===== config.mk =====
export PLATFORM = sky130hd
export DESIGN_NAME = retc_capture
export DESIGN_NICKNAME = d
export VERILOG_FILES = /design/src/design/retc_pkg.sv /design/src/design/retc_event_detect.sv /design/src/design/retc_hour_format.sv /design/src/design/retc_capture.sv
export SDC_FILE = /design/constraint.sdc
export NUM_CORES = 1
export LEC_CHECK = 0
export BUFFER_PORTS_ARGS = -buffer_cell sky130_fd_sc_hd__buf_4
export CAP_MARGIN = 10
export CORE_MARGIN = 1
export CORE_UTILIZATION = 35
export CTS_BUF_LIST = sky130_fd_sc_hd__clkbuf_4
export DETAILED_ROUTE_END_ITERATION = 7
export MAX_ROUTING_LAYER = met4
export PLACE_DENSITY_LB_ADDON = 0.1
export SYNTH_ARGS = -nofsm -noshare
export SYNTH_HDL_FRONTEND = slang
export SYNTH_SLANG_ARGS = --single-unit

===== constraint.sdc =====
create_clock -name clk_sys -period 7.1 [get_ports clk_sys]
set_input_delay 0.355 -clock clk_sys [delete_from_list [all_inputs] [get_ports clk_sys]]
set_output_delay 0.355 -clock clk_sys [all_outputs]
set_load 0.005 [all_outputs]

===== src/design/retc_pkg.sv =====
// Constants shared by the event timestamp capture block
// Summary of operation
// - Detect input entering mid level from either side
// - Mid-level event stores time, sets level flag
// - Enabled stamp interrupt follows set event flags
// - Software clears level flag, interrupt withdrawn
// - Level flag resets only on new edge
// - Ground event stores time, sets both flags
// - Interrupt stays until both flags cleared
// - Ground flag resets only on new ground
// - Order select: zero keeps last, one first
// - Active after power-on; disable bit stops it
// - Control register: subsecond, order, disable bits
// - Seconds stamp BCD, bit seven reads zero
// - Minutes stamp BCD, bit seven reads zero
// - Hours stamp BCD, 12h uses afternoon bit
// - Hour format follows main control select
// - Unimplemented stamp bits read as zero
// - Stamp data not reset; control bits are
// - Battery capture with switch flag ignores events
package retc_pkg;

    localparam logic [7:0] ADDR_STAMP_CONTROL = 8'h12;
    localparam logic [7:0] ADDR_STAMP_SECONDS = 8'h13;
    localparam logic [7:0] ADDR_STAMP_MINUTES = 8'h14;
    localparam logic [7:0] ADDR_STAMP_HOURS   = 8'h15;

    localparam int CTL_ORDER_BIT   = 7;
    localparam int CTL_DISABLE_BIT = 6;
    localparam int HOUR_PM_BIT     = 5;

    localparam logic RST_ORDER_SELECT   = 1'h0;
    localparam logic RST_CAPTURE_DIS    = 1'h0;
    localparam logic RST_FLAG           = 1'h0;

    localparam int SYNC_STAGES_DEFAULT = 2;

    typedef enum logic [1:0] {
        LVL_HIGH = 2'b00,
        LVL_MID  = 2'b01,
        LVL_GND  = 2'b10
    } retc_level_t;

endpackage


===== src/design/retc_event_detect.sv =====
// Synchroniser and level classifier for the multilevel event input
`timescale 1ns/10ps
module retc_event_detect #(
    parameter int SYNC_STAGES = retc_pkg::SYNC_STAGES_DEFAULT
) (
    input  wire logic clk_sys,
    input  wire logic resetn,
    input  wire logic event_input_n_below_mid,
    input  wire logic event_input_n_at_ground,
    output logic      level_event,
    output logic      ground_event
);

    if (SYNC_STAGES < 2) begin : g_check
        $error("SYNC_STAGES must be at least 2");
    end

    logic [SYNC_STAGES-1:0][1:0] chain;
    logic [SYNC_STAGES-1:0][1:0] next_chain;
    retc_pkg::retc_level_t       prev_level;
    retc_pkg::retc_level_t       cur_level;
    logic                        next_level_event;
    logic                        next_ground_event;

    always_comb begin
        next_chain = {chain[SYNC_STAGES-2:0], {event_input_n_at_ground, event_input_n_below_mid}};
        // Ground comparator dominates an inconsistent pair
        if (chain[SYNC_STAGES-1][1]) begin
            cur_level = retc_pkg::LVL_GND;
        end else if (chain[SYNC_STAGES-1][0]) begin
            cur_level = retc_pkg::LVL_MID;
        end else begin
            cur_level = retc_pkg::LVL_HIGH;
        end
        next_level_event  = 1'b0;
        next_ground_event = 1'b0;
        unique case (cur_level)
            retc_pkg::LVL_MID: begin
                next_level_event = (prev_level != retc_pkg::LVL_MID);
            end
            retc_pkg::LVL_GND: begin
                next_ground_event = (prev_level != retc_pkg::LVL_GND);
            end
            retc_pkg::LVL_HIGH: begin
                next_level_event = 1'b0;
            end
            default: begin
                next_level_event = 1'b0;
            end
        endcase
    end

    always_ff @(posedge clk_sys or negedge resetn) begin
        if (!resetn) begin
            chain        <= '0;
            prev_level   <= retc_pkg::LVL_HIGH;
            level_event  <= 1'b0;
            ground_event <= 1'b0;
        end else begin
            chain        <= next_chain;
            prev_level   <= cur_level;
            level_event  <= next_level_event;
            ground_event <= next_ground_event;
        end
    end
endmodule


===== src/design/retc_hour_format.sv =====
// Converts the 24-hour BCD time to the selected stamp hour format
`timescale 1ns/10ps
module retc_hour_format (
    input  wire logic       hour_mode_12,
    input  wire logic [5:0] hours_24,
    output logic [5:0]      hours_out
);

    function automatic logic [4:0] bcd_to_bin(input logic [5:0] b);
        return 5'(5'(b[5:4]) * 5'd10 + 5'(b[3:0]));
    endfunction

    function automatic logic [5:0] bin_to_bcd(input logic [4:0] v);
        logic [1:0] tens;
        tens = (v >= 5'd20) ? 2'h2 : ((v >= 5'd10) ? 2'h1 : 2'h0);
        return {tens, 4'(v - 5'(5'(tens) * 5'd10))};
    endfunction

    logic [4:0] hour_bin;
    logic [4:0] hour_12;
    logic       afternoon_indicator;
    logic [5:0] hour_12_bcd;

    always_comb begin
        hour_bin            = bcd_to_bin(hours_24);
        afternoon_indicator = (hour_bin >= 5'd12);
        if (hour_bin == 5'd0) begin
            hour_12 = 5'd12;
        end else if (hour_bin > 5'd12) begin
            hour_12 = 5'(hour_bin - 5'd12);
        end else begin
            hour_12 = hour_bin;
        end
        hour_12_bcd = bin_to_bcd(hour_12);
        if (hour_mode_12) begin
            hours_out = {afternoon_indicator, hour_12_bcd[4:0]};
        end else begin
            hours_out = bin_to_bcd(hour_bin);
        end
    end

endmodule


===== src/design/retc_capture.sv =====
// Event timestamp capture: flags, stamp registers and interrupt
`timescale 1ns/10ps
module retc_capture #(
    parameter int SYNC_STAGES = retc_pkg::SYNC_STAGES_DEFAULT
) (
    input  wire logic       clk_sys,
    input  wire logic       resetn,
    input  wire logic       event_input_n_below_mid,
    input  wire logic       event_input_n_at_ground,
    input  wire logic [4:0] now_subsec,
    input  wire logic [6:0] now_seconds,
    input  wire logic [6:0] now_minutes,
    input  wire logic [5:0] now_hours_24,
    input  wire logic       hour_mode_12,
    input  wire logic       stamp_irq_enable,
    input  wire logic       battery_capture_enable,
    input  wire logic       battery_switch_flag,
    input  wire logic       clear_level_event_flag,
    input  wire logic       clear_ground_event_flag,
    input  wire logic [7:0] reg_addr,
    input  wire logic       reg_write,
    input  wire logic [7:0] reg_wdata,
    output logic [7:0]      reg_rdata,
    output logic            level_event_flag,
    output logic            ground_event_flag,
    output logic            stamp_irq
);

    if (SYNC_STAGES < 2) begin : g_check
        $error("SYNC_STAGES must be at least 2");
    end

    logic       level_event;
    logic       ground_event;
    logic [5:0] hours_fmt;

    logic       capture_order_select;
    logic       capture_disable;
    logic [4:0] stamp_subsec;
    logic [6:0] stamp_seconds;
    logic [6:0] stamp_minutes;
    logic [5:0] stamp_hours;

    logic       next_capture_order_select;
    logic       next_capture_disable;
    logic       next_level_event_flag;
    logic       next_ground_event_flag;
    logic       next_stamp_irq;
    logic [7:0] next_reg_rdata;
    logic [4:0] next_stamp_subsec;
    logic [6:0] next_stamp_seconds;
    logic [6:0] next_stamp_minutes;
    logic [5:0] next_stamp_hours;

    logic       take_ok;
    logic       accept;
    logic       kept_level;
    logic       kept_ground;
    logic       store;
    logic       ctl_write;

    retc_event_detect #(
        .SYNC_STAGES (SYNC_STAGES)
    ) u_detect (
        .clk_sys                 (clk_sys),
        .resetn                  (resetn),
        .event_input_n_below_mid (event_input_n_below_mid),
        .event_input_n_at_ground (event_input_n_at_ground),
        .level_event             (level_event),
        .ground_event            (ground_event)
    );

    retc_hour_format u_hour (
        .hour_mode_12 (hour_mode_12),
        .hours_24     (now_hours_24),
        .hours_out    (hours_fmt)
    );

    // Control and flag state
    always_comb begin
        ctl_write = reg_write && (reg_addr == retc_pkg::ADDR_STAMP_CONTROL);
        next_capture_order_select = capture_order_select;
        next_capture_disable      = capture_disable;
        if (ctl_write) begin
            next_capture_order_select = reg_wdata[retc_pkg::CTL_ORDER_BIT];
            next_capture_disable      = reg_wdata[retc_pkg::CTL_DISABLE_BIT];
        end
        // Disabled function or a latched battery capture blocks all events
        take_ok = !capture_disable && !(battery_capture_enable && battery_switch_flag);
        accept  = take_ok && (level_event || ground_event);
        kept_level  = level_event_flag && !clear_level_event_flag;
        kept_ground = ground_event_flag && !clear_ground_event_flag;
        // Set wins over a clear in the same cycle
        next_level_event_flag  = kept_level || accept;
        next_ground_event_flag = kept_ground || (take_ok && ground_event);
        // First-event mode holds the stamp while any flag stays set
        store = accept && (!capture_order_select || !(kept_level || kept_ground));
        next_stamp_irq = stamp_irq_enable && (next_level_event_flag || next_ground_event_flag);
    end

    always_ff @(posedge clk_sys or negedge resetn) begin
        if (!resetn) begin
            capture_order_select <= retc_pkg::RST_ORDER_SELECT;
            capture_disable      <= retc_pkg::RST_CAPTURE_DIS;
            level_event_flag     <= retc_pkg::RST_FLAG;
            ground_event_flag    <= retc_pkg::RST_FLAG;
            stamp_irq            <= 1'b0;
        end else begin
            capture_order_select <= next_capture_order_select;
            capture_disable      <= next_capture_disable;
            level_event_flag     <= next_level_event_flag;
            ground_event_flag    <= next_ground_event_flag;
            stamp_irq            <= next_stamp_irq;
        end
    end

    // Stamp data: one joint load, no reset
    always_comb begin
        next_stamp_subsec  = stamp_subsec;
        next_stamp_seconds = stamp_seconds;
        next_stamp_minutes = stamp_minutes;
        next_stamp_hours   = stamp_hours;
        if (store) begin
            next_stamp_subsec  = now_subsec;
            next_stamp_seconds = now_seconds;
            next_stamp_minutes = now_minutes;
            next_stamp_hours   = hours_fmt;
        end
    end

    always_ff @(posedge clk_sys) begin
        stamp_subsec  <= next_stamp_subsec;
        stamp_seconds <= next_stamp_seconds;
        stamp_minutes <= next_stamp_minutes;
        stamp_hours   <= next_stamp_hours;
    end

    // Register read path, one cycle latency
    always_comb begin
        unique case (reg_addr)
            retc_pkg::ADDR_STAMP_CONTROL: begin
                next_reg_rdata = {capture_order_select, capture_disable, 1'b0, stamp_subsec};
            end
            retc_pkg::ADDR_STAMP_SECONDS: begin
                next_reg_rdata = {1'b0, stamp_seconds};
            end
            retc_pkg::ADDR_STAMP_MINUTES: begin
                next_reg_rdata = {1'b0, stamp_minutes};
            end
            retc_pkg::ADDR_STAMP_HOURS: begin
                next_reg_rdata = {2'b00, stamp_hours};
            end
            default: begin
                next_reg_rdata = 8'h00;
            end
        endcase
    end

    always_ff @(posedge clk_sys or negedge resetn) begin
        if (!resetn) begin
            reg_rdata <= 8'h00;
        end else begin
            reg_rdata <= next_reg_rdata;
        end
    end
endmodule


; After elaboration in Yosys (flattened, before gate mapping)
; Index checks and enable logic that the tools add are counted.
[totals]
ff_bits = 46
input_bits = 52
memories = 0
latch_bits = 0
elab_cells = 70
rom_bits = 0
ramBits = 0
output_inout_bits = 11
[classes]
reduce_logical = 22
mux = 12
multipliers = 3
addsub = 4
n_shift = 0
n_eq_ne = 8
order_cmp = 6
div_mod_pow = 0
bitwise_logic = 0
[ops]
columns = op, count
row1 = "8-bit by 5-bit == test with 1-bit output, second input constant", 4
row2 = 8-bit one-hot mux with 4 select lines, 1
row3 = "5-bit by 4-bit >= comparator with 1-bit output, second input constant", 3
row4 = "5-bit >= comparator, second input constant", 2
row5 = 5-bit 2-to-1 mux, 2
row6 = 1-bit logical AND, 9
row7 = 4-bit subtractor, 2
row8 = 1-bit logical NOT, 6
row9 = 1-bit logical OR, 6
row10 = "2-bit by 3-bit multiplier with 3-bit output, second input constant", 2
row11 = 2-bit 2-to-1 mux, 3
row12 = 6-bit 2-to-1 mux, 1
row13 = 5-bit by 4-bit adder with 5-bit output, 1
row14 = "5-bit by 4-bit greater-than comparator with 1-bit output, second input constant", 1
row15 = 5-bit logical NOT, 1
row16 = 1-bit 2-to-1 mux, 5
row17 = "5-bit by 4-bit subtractor with 5-bit output, second input constant", 1
row18 = "2-bit by 3-bit multiplier with 4-bit output, second input constant", 1
row19 = "2-bit by 1-bit == test with 1-bit output, second input constant", 1
row20 = "2-bit == test, second input constant", 1
row21 = "2-bit by 1-bit != test with 1-bit output, second input constant", 1
row22 = "2-bit != test, second input constant", 1

; Logic depth before layout (Yosys ltp)
[depth]
word_depth = 11
depth_mapped = 17
depth_no_buf = 17

; Modules after synthesis
; Synthesis repeated with hierarchy kept, for this count alone.
[unflattened]
hier_cells = 168
hier_area_um2 = 2224.6
[modules_own_cells]
columns = mod, cells_each, area_per_inst_um2, seq_area_each_um2, n_inst
row1 = retc_capture, 85, 1422.6, 1076.0, 1
row2 = retc_hour_format, 71, 569.3, 0.0, 1
row3 = retc_event_detect, 12, 232.7, 200.2, 1

; Worst setup path after synthesis
; Ideal clock, no wire load.
[synth_timing]
path_kind = input -> register
start = in now_hours_24[1]
end = reg stamp_hours[3] (data pin)
required_time_ns = 6.835
setup_slack_ns = 3.421
path_stages = 17
arrival_time_ns = 3.414
setup_ns = 0.265
path_buffers = 0
cell_sequence = ha_1 -> inv_1 -> fa_1 -> inv_1 -> ha_1 -> nor3b_1 -> o21ai_1 -> nand2b_1 -> mux2i_1 -> a211o_1 -> o21ai_1 -> ha_1 -> inv_1 -> fa_1 -> nand2_1 -> a21oi_1 -> or3_1
[synth_between]
elab_chain_cells = 10
word_cells_on_any_way = 19
classes_between = add/sub (4) / mul (2) / order compare (5) / mux (7) / reduce/logical (1)
[synth_rtl]
columns = item, line
row1 = start: declaration, retc_capture.sv:13  ; input wire logic [5:0] now_hours_24,
row2 = 5-bit by 4-bit adder with 5-bit output (*), retc_hour_format.sv:10  ; return 5'(5'(b[5:4]) * 5'd10 + 5'(b[3:0]));
row3 = 5-bit by 4-bit subtractor with 5-bit output or 5-bit by 4-bit greater-than comparator with 1-bit output (tied branches), "retc_hour_format.sv:30, retc_hour_format.sv:29"
row4 = 5-bit 2-to-1 mux, retc_hour_format.sv:29  ; end else if (hour_bin > 5'd12) begin
row5 = 5-bit 2-to-1 mux, retc_hour_format.sv:27  ; if (hour_bin == 5'd0) begin
row6 = 5-bit by 4-bit >= comparator with 1-bit output, retc_hour_format.sv:15  ; tens = (v >= 5'd20) ? 2'h2 : ((v >= 5'd10) ? 2'h1 : 2'h0);
row7 = 1-bit 2-to-1 mux, retc_hour_format.sv:15
row8 = 2-bit 2-to-1 mux, retc_hour_format.sv:15
row9 = 2-bit by 3-bit multiplier with 3-bit output, retc_hour_format.sv:16  ; return {tens, 4'(v - 5'(5'(tens) * 5'd10))};
row10 = 4-bit subtractor, retc_hour_format.sv:16
row11 = 6-bit 2-to-1 mux (*), retc_hour_format.sv:35  ; if (hour_mode_12) begin
row12 = via hours_fmt[3], retc_capture.sv:35  ; logic [5:0] hours_fmt;
row13 = end signal: assignment, retc_capture.sv:135  ; stamp_hours <= next_stamp_hours;
row14 = end: declaration, retc_capture.sv:42  ; logic [5:0] stamp_hours;
; Mark *: on every way through the listed nets, which the timed path passes. The rest lies on a longest branch.
; A chain may end at the register's enable or synchronous reset.

; Worst setup path in the final report
; Same ends and word-level chain as after synthesis.

==> impl_metrics.json <==
{
  "netlist_area_sq_mm": 0.002098,
  "synthCells": 162,
  "cts_setup_buffers": 0,
  "synth.net_count": 225,
  "drc_errors": 0,
  "power_density_mw_per_mm2": 222.0,
  "finalSetupTns_ns": 0,
  "end_kind": "flop",
  "power.switching_uw": 156.0,
  "clkLatencyLatePin_ns": 0.37,
  "rsz0062_at_grt": "no",
  "die_width_um": 79.43,
  "initial_core_util_pct": 37.19,
  "p_int_uw": 444.3,
  "worst_hold_slack_ns": 0.1033,
  "drt_iter0_markers": 108,
  "io_pins": 63,
  "die_area_sq_mm": 0.006308,
  "layout-drive-gt1-share_pct": 33.63,
  "ant_nets": 0,
  "worstPathCellList": "buf_4 > ha_1 > inv_1 > fa_1 > inv_1 > ha_1 > nor3b_1 > o21ai_1 > nand2b_1 > mux2i_1 > a211o_1 > o21ai_1 > ha_1 > inv_1 > fa_1 > nand2_1 > a21oi_1 > or3_1",
  "portBuffers": 56,
  "clk_pin_slew_worst_paths_ns": 0.12,
  "clkSinkCount": 46,
  "slew_violations": 0,
  "cts_max_level": 2,
  "max_freq_mhz": 259.1,
  "synth_edf_count": 25,
  "nFillCells": 512,
  "ys.warnings.count": 0,
  "antenna_found_initial": 0,
  "place_congestion": 0.8136,
  "core_area_sq_mm": 0.005642,
  "grt_max_degree": 26,
  "switching_share_pct": 25.99,
  "postSynthAreaPerCell_sq_um": 12.95,
  "async_reset_ff_share_pct": 45.65,
  "cts_hold_buf": 1,
  "comb_power_share_pct": 21.4,
  "relSlewSlack_pct": 43.04,
  "grt_pass1_wl_mm": 6.534,
  "ys_seq_area_share_pct": 60.82,
  "fin_crit_ns": 3.860,
  "nNetsFinal": 288,
  "worst_pin_slew_ns": 0.8479,
  "die_y_um": 79.43,
  "rows": 27,
  "routed_wl_mm": 4.181,
  "slowest_delay_ns": 0.53,
  "vias": 1474,
  "fin_worst_skew_ns": 0.02354,
  "critPathArrivalTime_ns": 3.97,
  "p_total_uw": 600.3,
  "crit_type": "in -> reg",
  "fin_crit_sh_pct": 54.36,
  "gr-total-overflow": 0,
  "grt_pass1_vias": 1471,
  "p_leak_uw": 0.001225,
  "dr.pass1.iters": 4,
  "worst_ir_drop_vdd_mv": 0.09323,
  "ys.flop_type": "edfxtp_1",
  "clock_path_buffers": 2,
  "area_growth_pct": 28.86,
  "slowest_stage": "fa_1",
  "cts_root_buf": "clkbuf_4",
  "status": "completed",
  "clkPwrFrac_pct": 26.5,
  "ys_seq_elements": 46,
  "final-setup-viol-count": 0,
  "cp.required_ns": 7.21,
  "wl_per_cell_um": 14.03,
  "pwr-share-seq_pct": 52.2,
  "cts_tree": "built",
  "hold_viol": 0,
  "via_per_inst": 4.946,
  "crit_fanout": 8,
  "grt_util_all_layers_pct": 14.19,
  "antenna_cells": 0,
  "hold_class": "in -> reg",
  "dp_hpwl_mm": 3.124,
  "cts_buffers": 5,
  "post_cts_resized": 0,
  "cp-start-kind": "input pin",
  "cap_viol_max_count": 0,
  "yosysUniqueCellTypes": 41
}
## power groups by stage
stage	clock, uW	sequential (uW)	combinational, uW
floorplan	0	318	81.8
global placement	0	318	122
detailed placement	0	319	127
CTS	165	313	129
global route	174	315	143
finish	159	313	128
## cell usage after synthesis, drive strengths merged (2+ instances only)
cell	instances	area share, %
fa	3	2.9
a21oi	8	2.1
nand2	20	3.6
nor2	5	1.3
inv	13	2.3
o21a	2	0.72
nand2b	7	2.1
a22oi	10	3.6
nand3	2	0.48
o21ai	3	0.72
or3	2	0.60
mux2i	4	1.9
dfrtp	21	25
nor3b	2	0.72
xnor2	3	2.1
edfxtp	25	36
ha	8	4.8
clkbuf	2	0.36
mux2	5	2.7
nor3	2	0.72
## path summary, 6_finish.rpt
kind                       cells after the start  slack, ns                          endpoint                        start
max                                           18       3.24          stamp_hours[3]$_DFFE_PP_              now_hours_24[1]
min                                            1       0.10       u_detect.chain[1]$_DFF_PN0_      event_input_n_at_ground
max reg2reg                                    4       5.49        stamp_minutes[5]$_DFFE_PP_  capture_disable$_DFFE_PN0P_
min reg2reg                                    0       0.37       u_detect.chain[2]$_DFF_PN0_  u_detect.chain[0]$_DFF_PN0_
max in group asynchronous                      2       6.47  u_detect.prev_level[0]$_DFF_PN0_                       resetn
min in group asynchronous                      2       0.38            reg_rdata[3]$_DFF_PN0_                       resetn
## stage by stage
step	util (%)	setup WS [ns]	std cells	area (sq um)
6_report	47.93	3.240	298	2704
5_1_grt	47.93	3.004	298	2704
4_1_cts	47.93	3.305	298	2704
3_5_place_dp	46.31	2.911	289	2613
3_3_place_gp	46.31	3.014	289	2613
2_1_floorplan	-	3.421	162	2098
## area by class of cell
class	count	area, sq um	area share, %
Clock buffer	5	37.54	1.388
Clock inverter	3	43.79	1.620
Inverter	13	48.80	1.805
Multi-Input combinational cell	101	769.5	28.46
Sequential cell	46	1276	47.20
Tap cell	72	90.09	3.332
Timing Repair Buffer	58	437.9	16.20
## cell usage in the layout, fill, tap and decap left out, types with 2 or more instances in the layout
cell      netlist  final
o21a_1          2      2
nor3b_1         2      2
buf_4           0     57
clkbuf_4        0      5
nand3_1         2      2
edfxtp_1       25     25
mux2_2          5      5
mux2i_1         4      4
o21ai_1         2      2
ha_1            8      8
or3_1           2      2
dfrtp_1        21     21
fa_1            3      3
a21oi_2         1      2
xnor2_1         2      2
a21oi_1         7      6
nand2b_1        7      7
a22oi_1        10     10
nand2_1        20     20
inv_1          12     12
nor2_1          4      4
## worst max-delay path: cells and delay by family
family	cells	cell delay, ns
simple gates	4	0.91
mux	1	0.14
compound gates	4	0.59
buf+inv	4	0.45
fa+ha+maj	5	1.53
## sequential cells by signal, summed over array words and instances (netlist names)
name / flops
u_detect.level_event: 1
u_detect.chain: 4
stamp_minutes: 7
u_detect.ground_event: 1
level_event_flag: 1
capture_disable: 1
stamp_hours: 6
stamp_subsec: 5
capture_order_select: 1
stamp_irq: 1
reg_rdata: 8
u_detect.prev_level: 2
ground_event_flag: 1
stamp_seconds: 7
## cell families after synthesis
family | Yosys count | share of synthesized area, %
xor+xnor | 3 | 2.147
mux | 9 | 4.591
compound gates | 32 | 10.67
buf+inv | 15 | 2.683
fa+ha+maj | 11 | 7.633
simple gates | 46 | 11.45
flops | 46 | 60.82
## per-layer routing
| layer | global-route usage (%) | vias to the layer above | share of wire [%] |
|---|---|---|---|
| met5 | - | - | 0 |
| met4 | 6.727 | 0 | 2.2 |
| met3 | 3.429 | 7 | 4.4 |
| met2 | 23.59 | 41 | 50 |
| met1 | 16.06 | 711 | 44 |
| li1 | - | 715 | - |
Power figures use the tool's default switching activity.
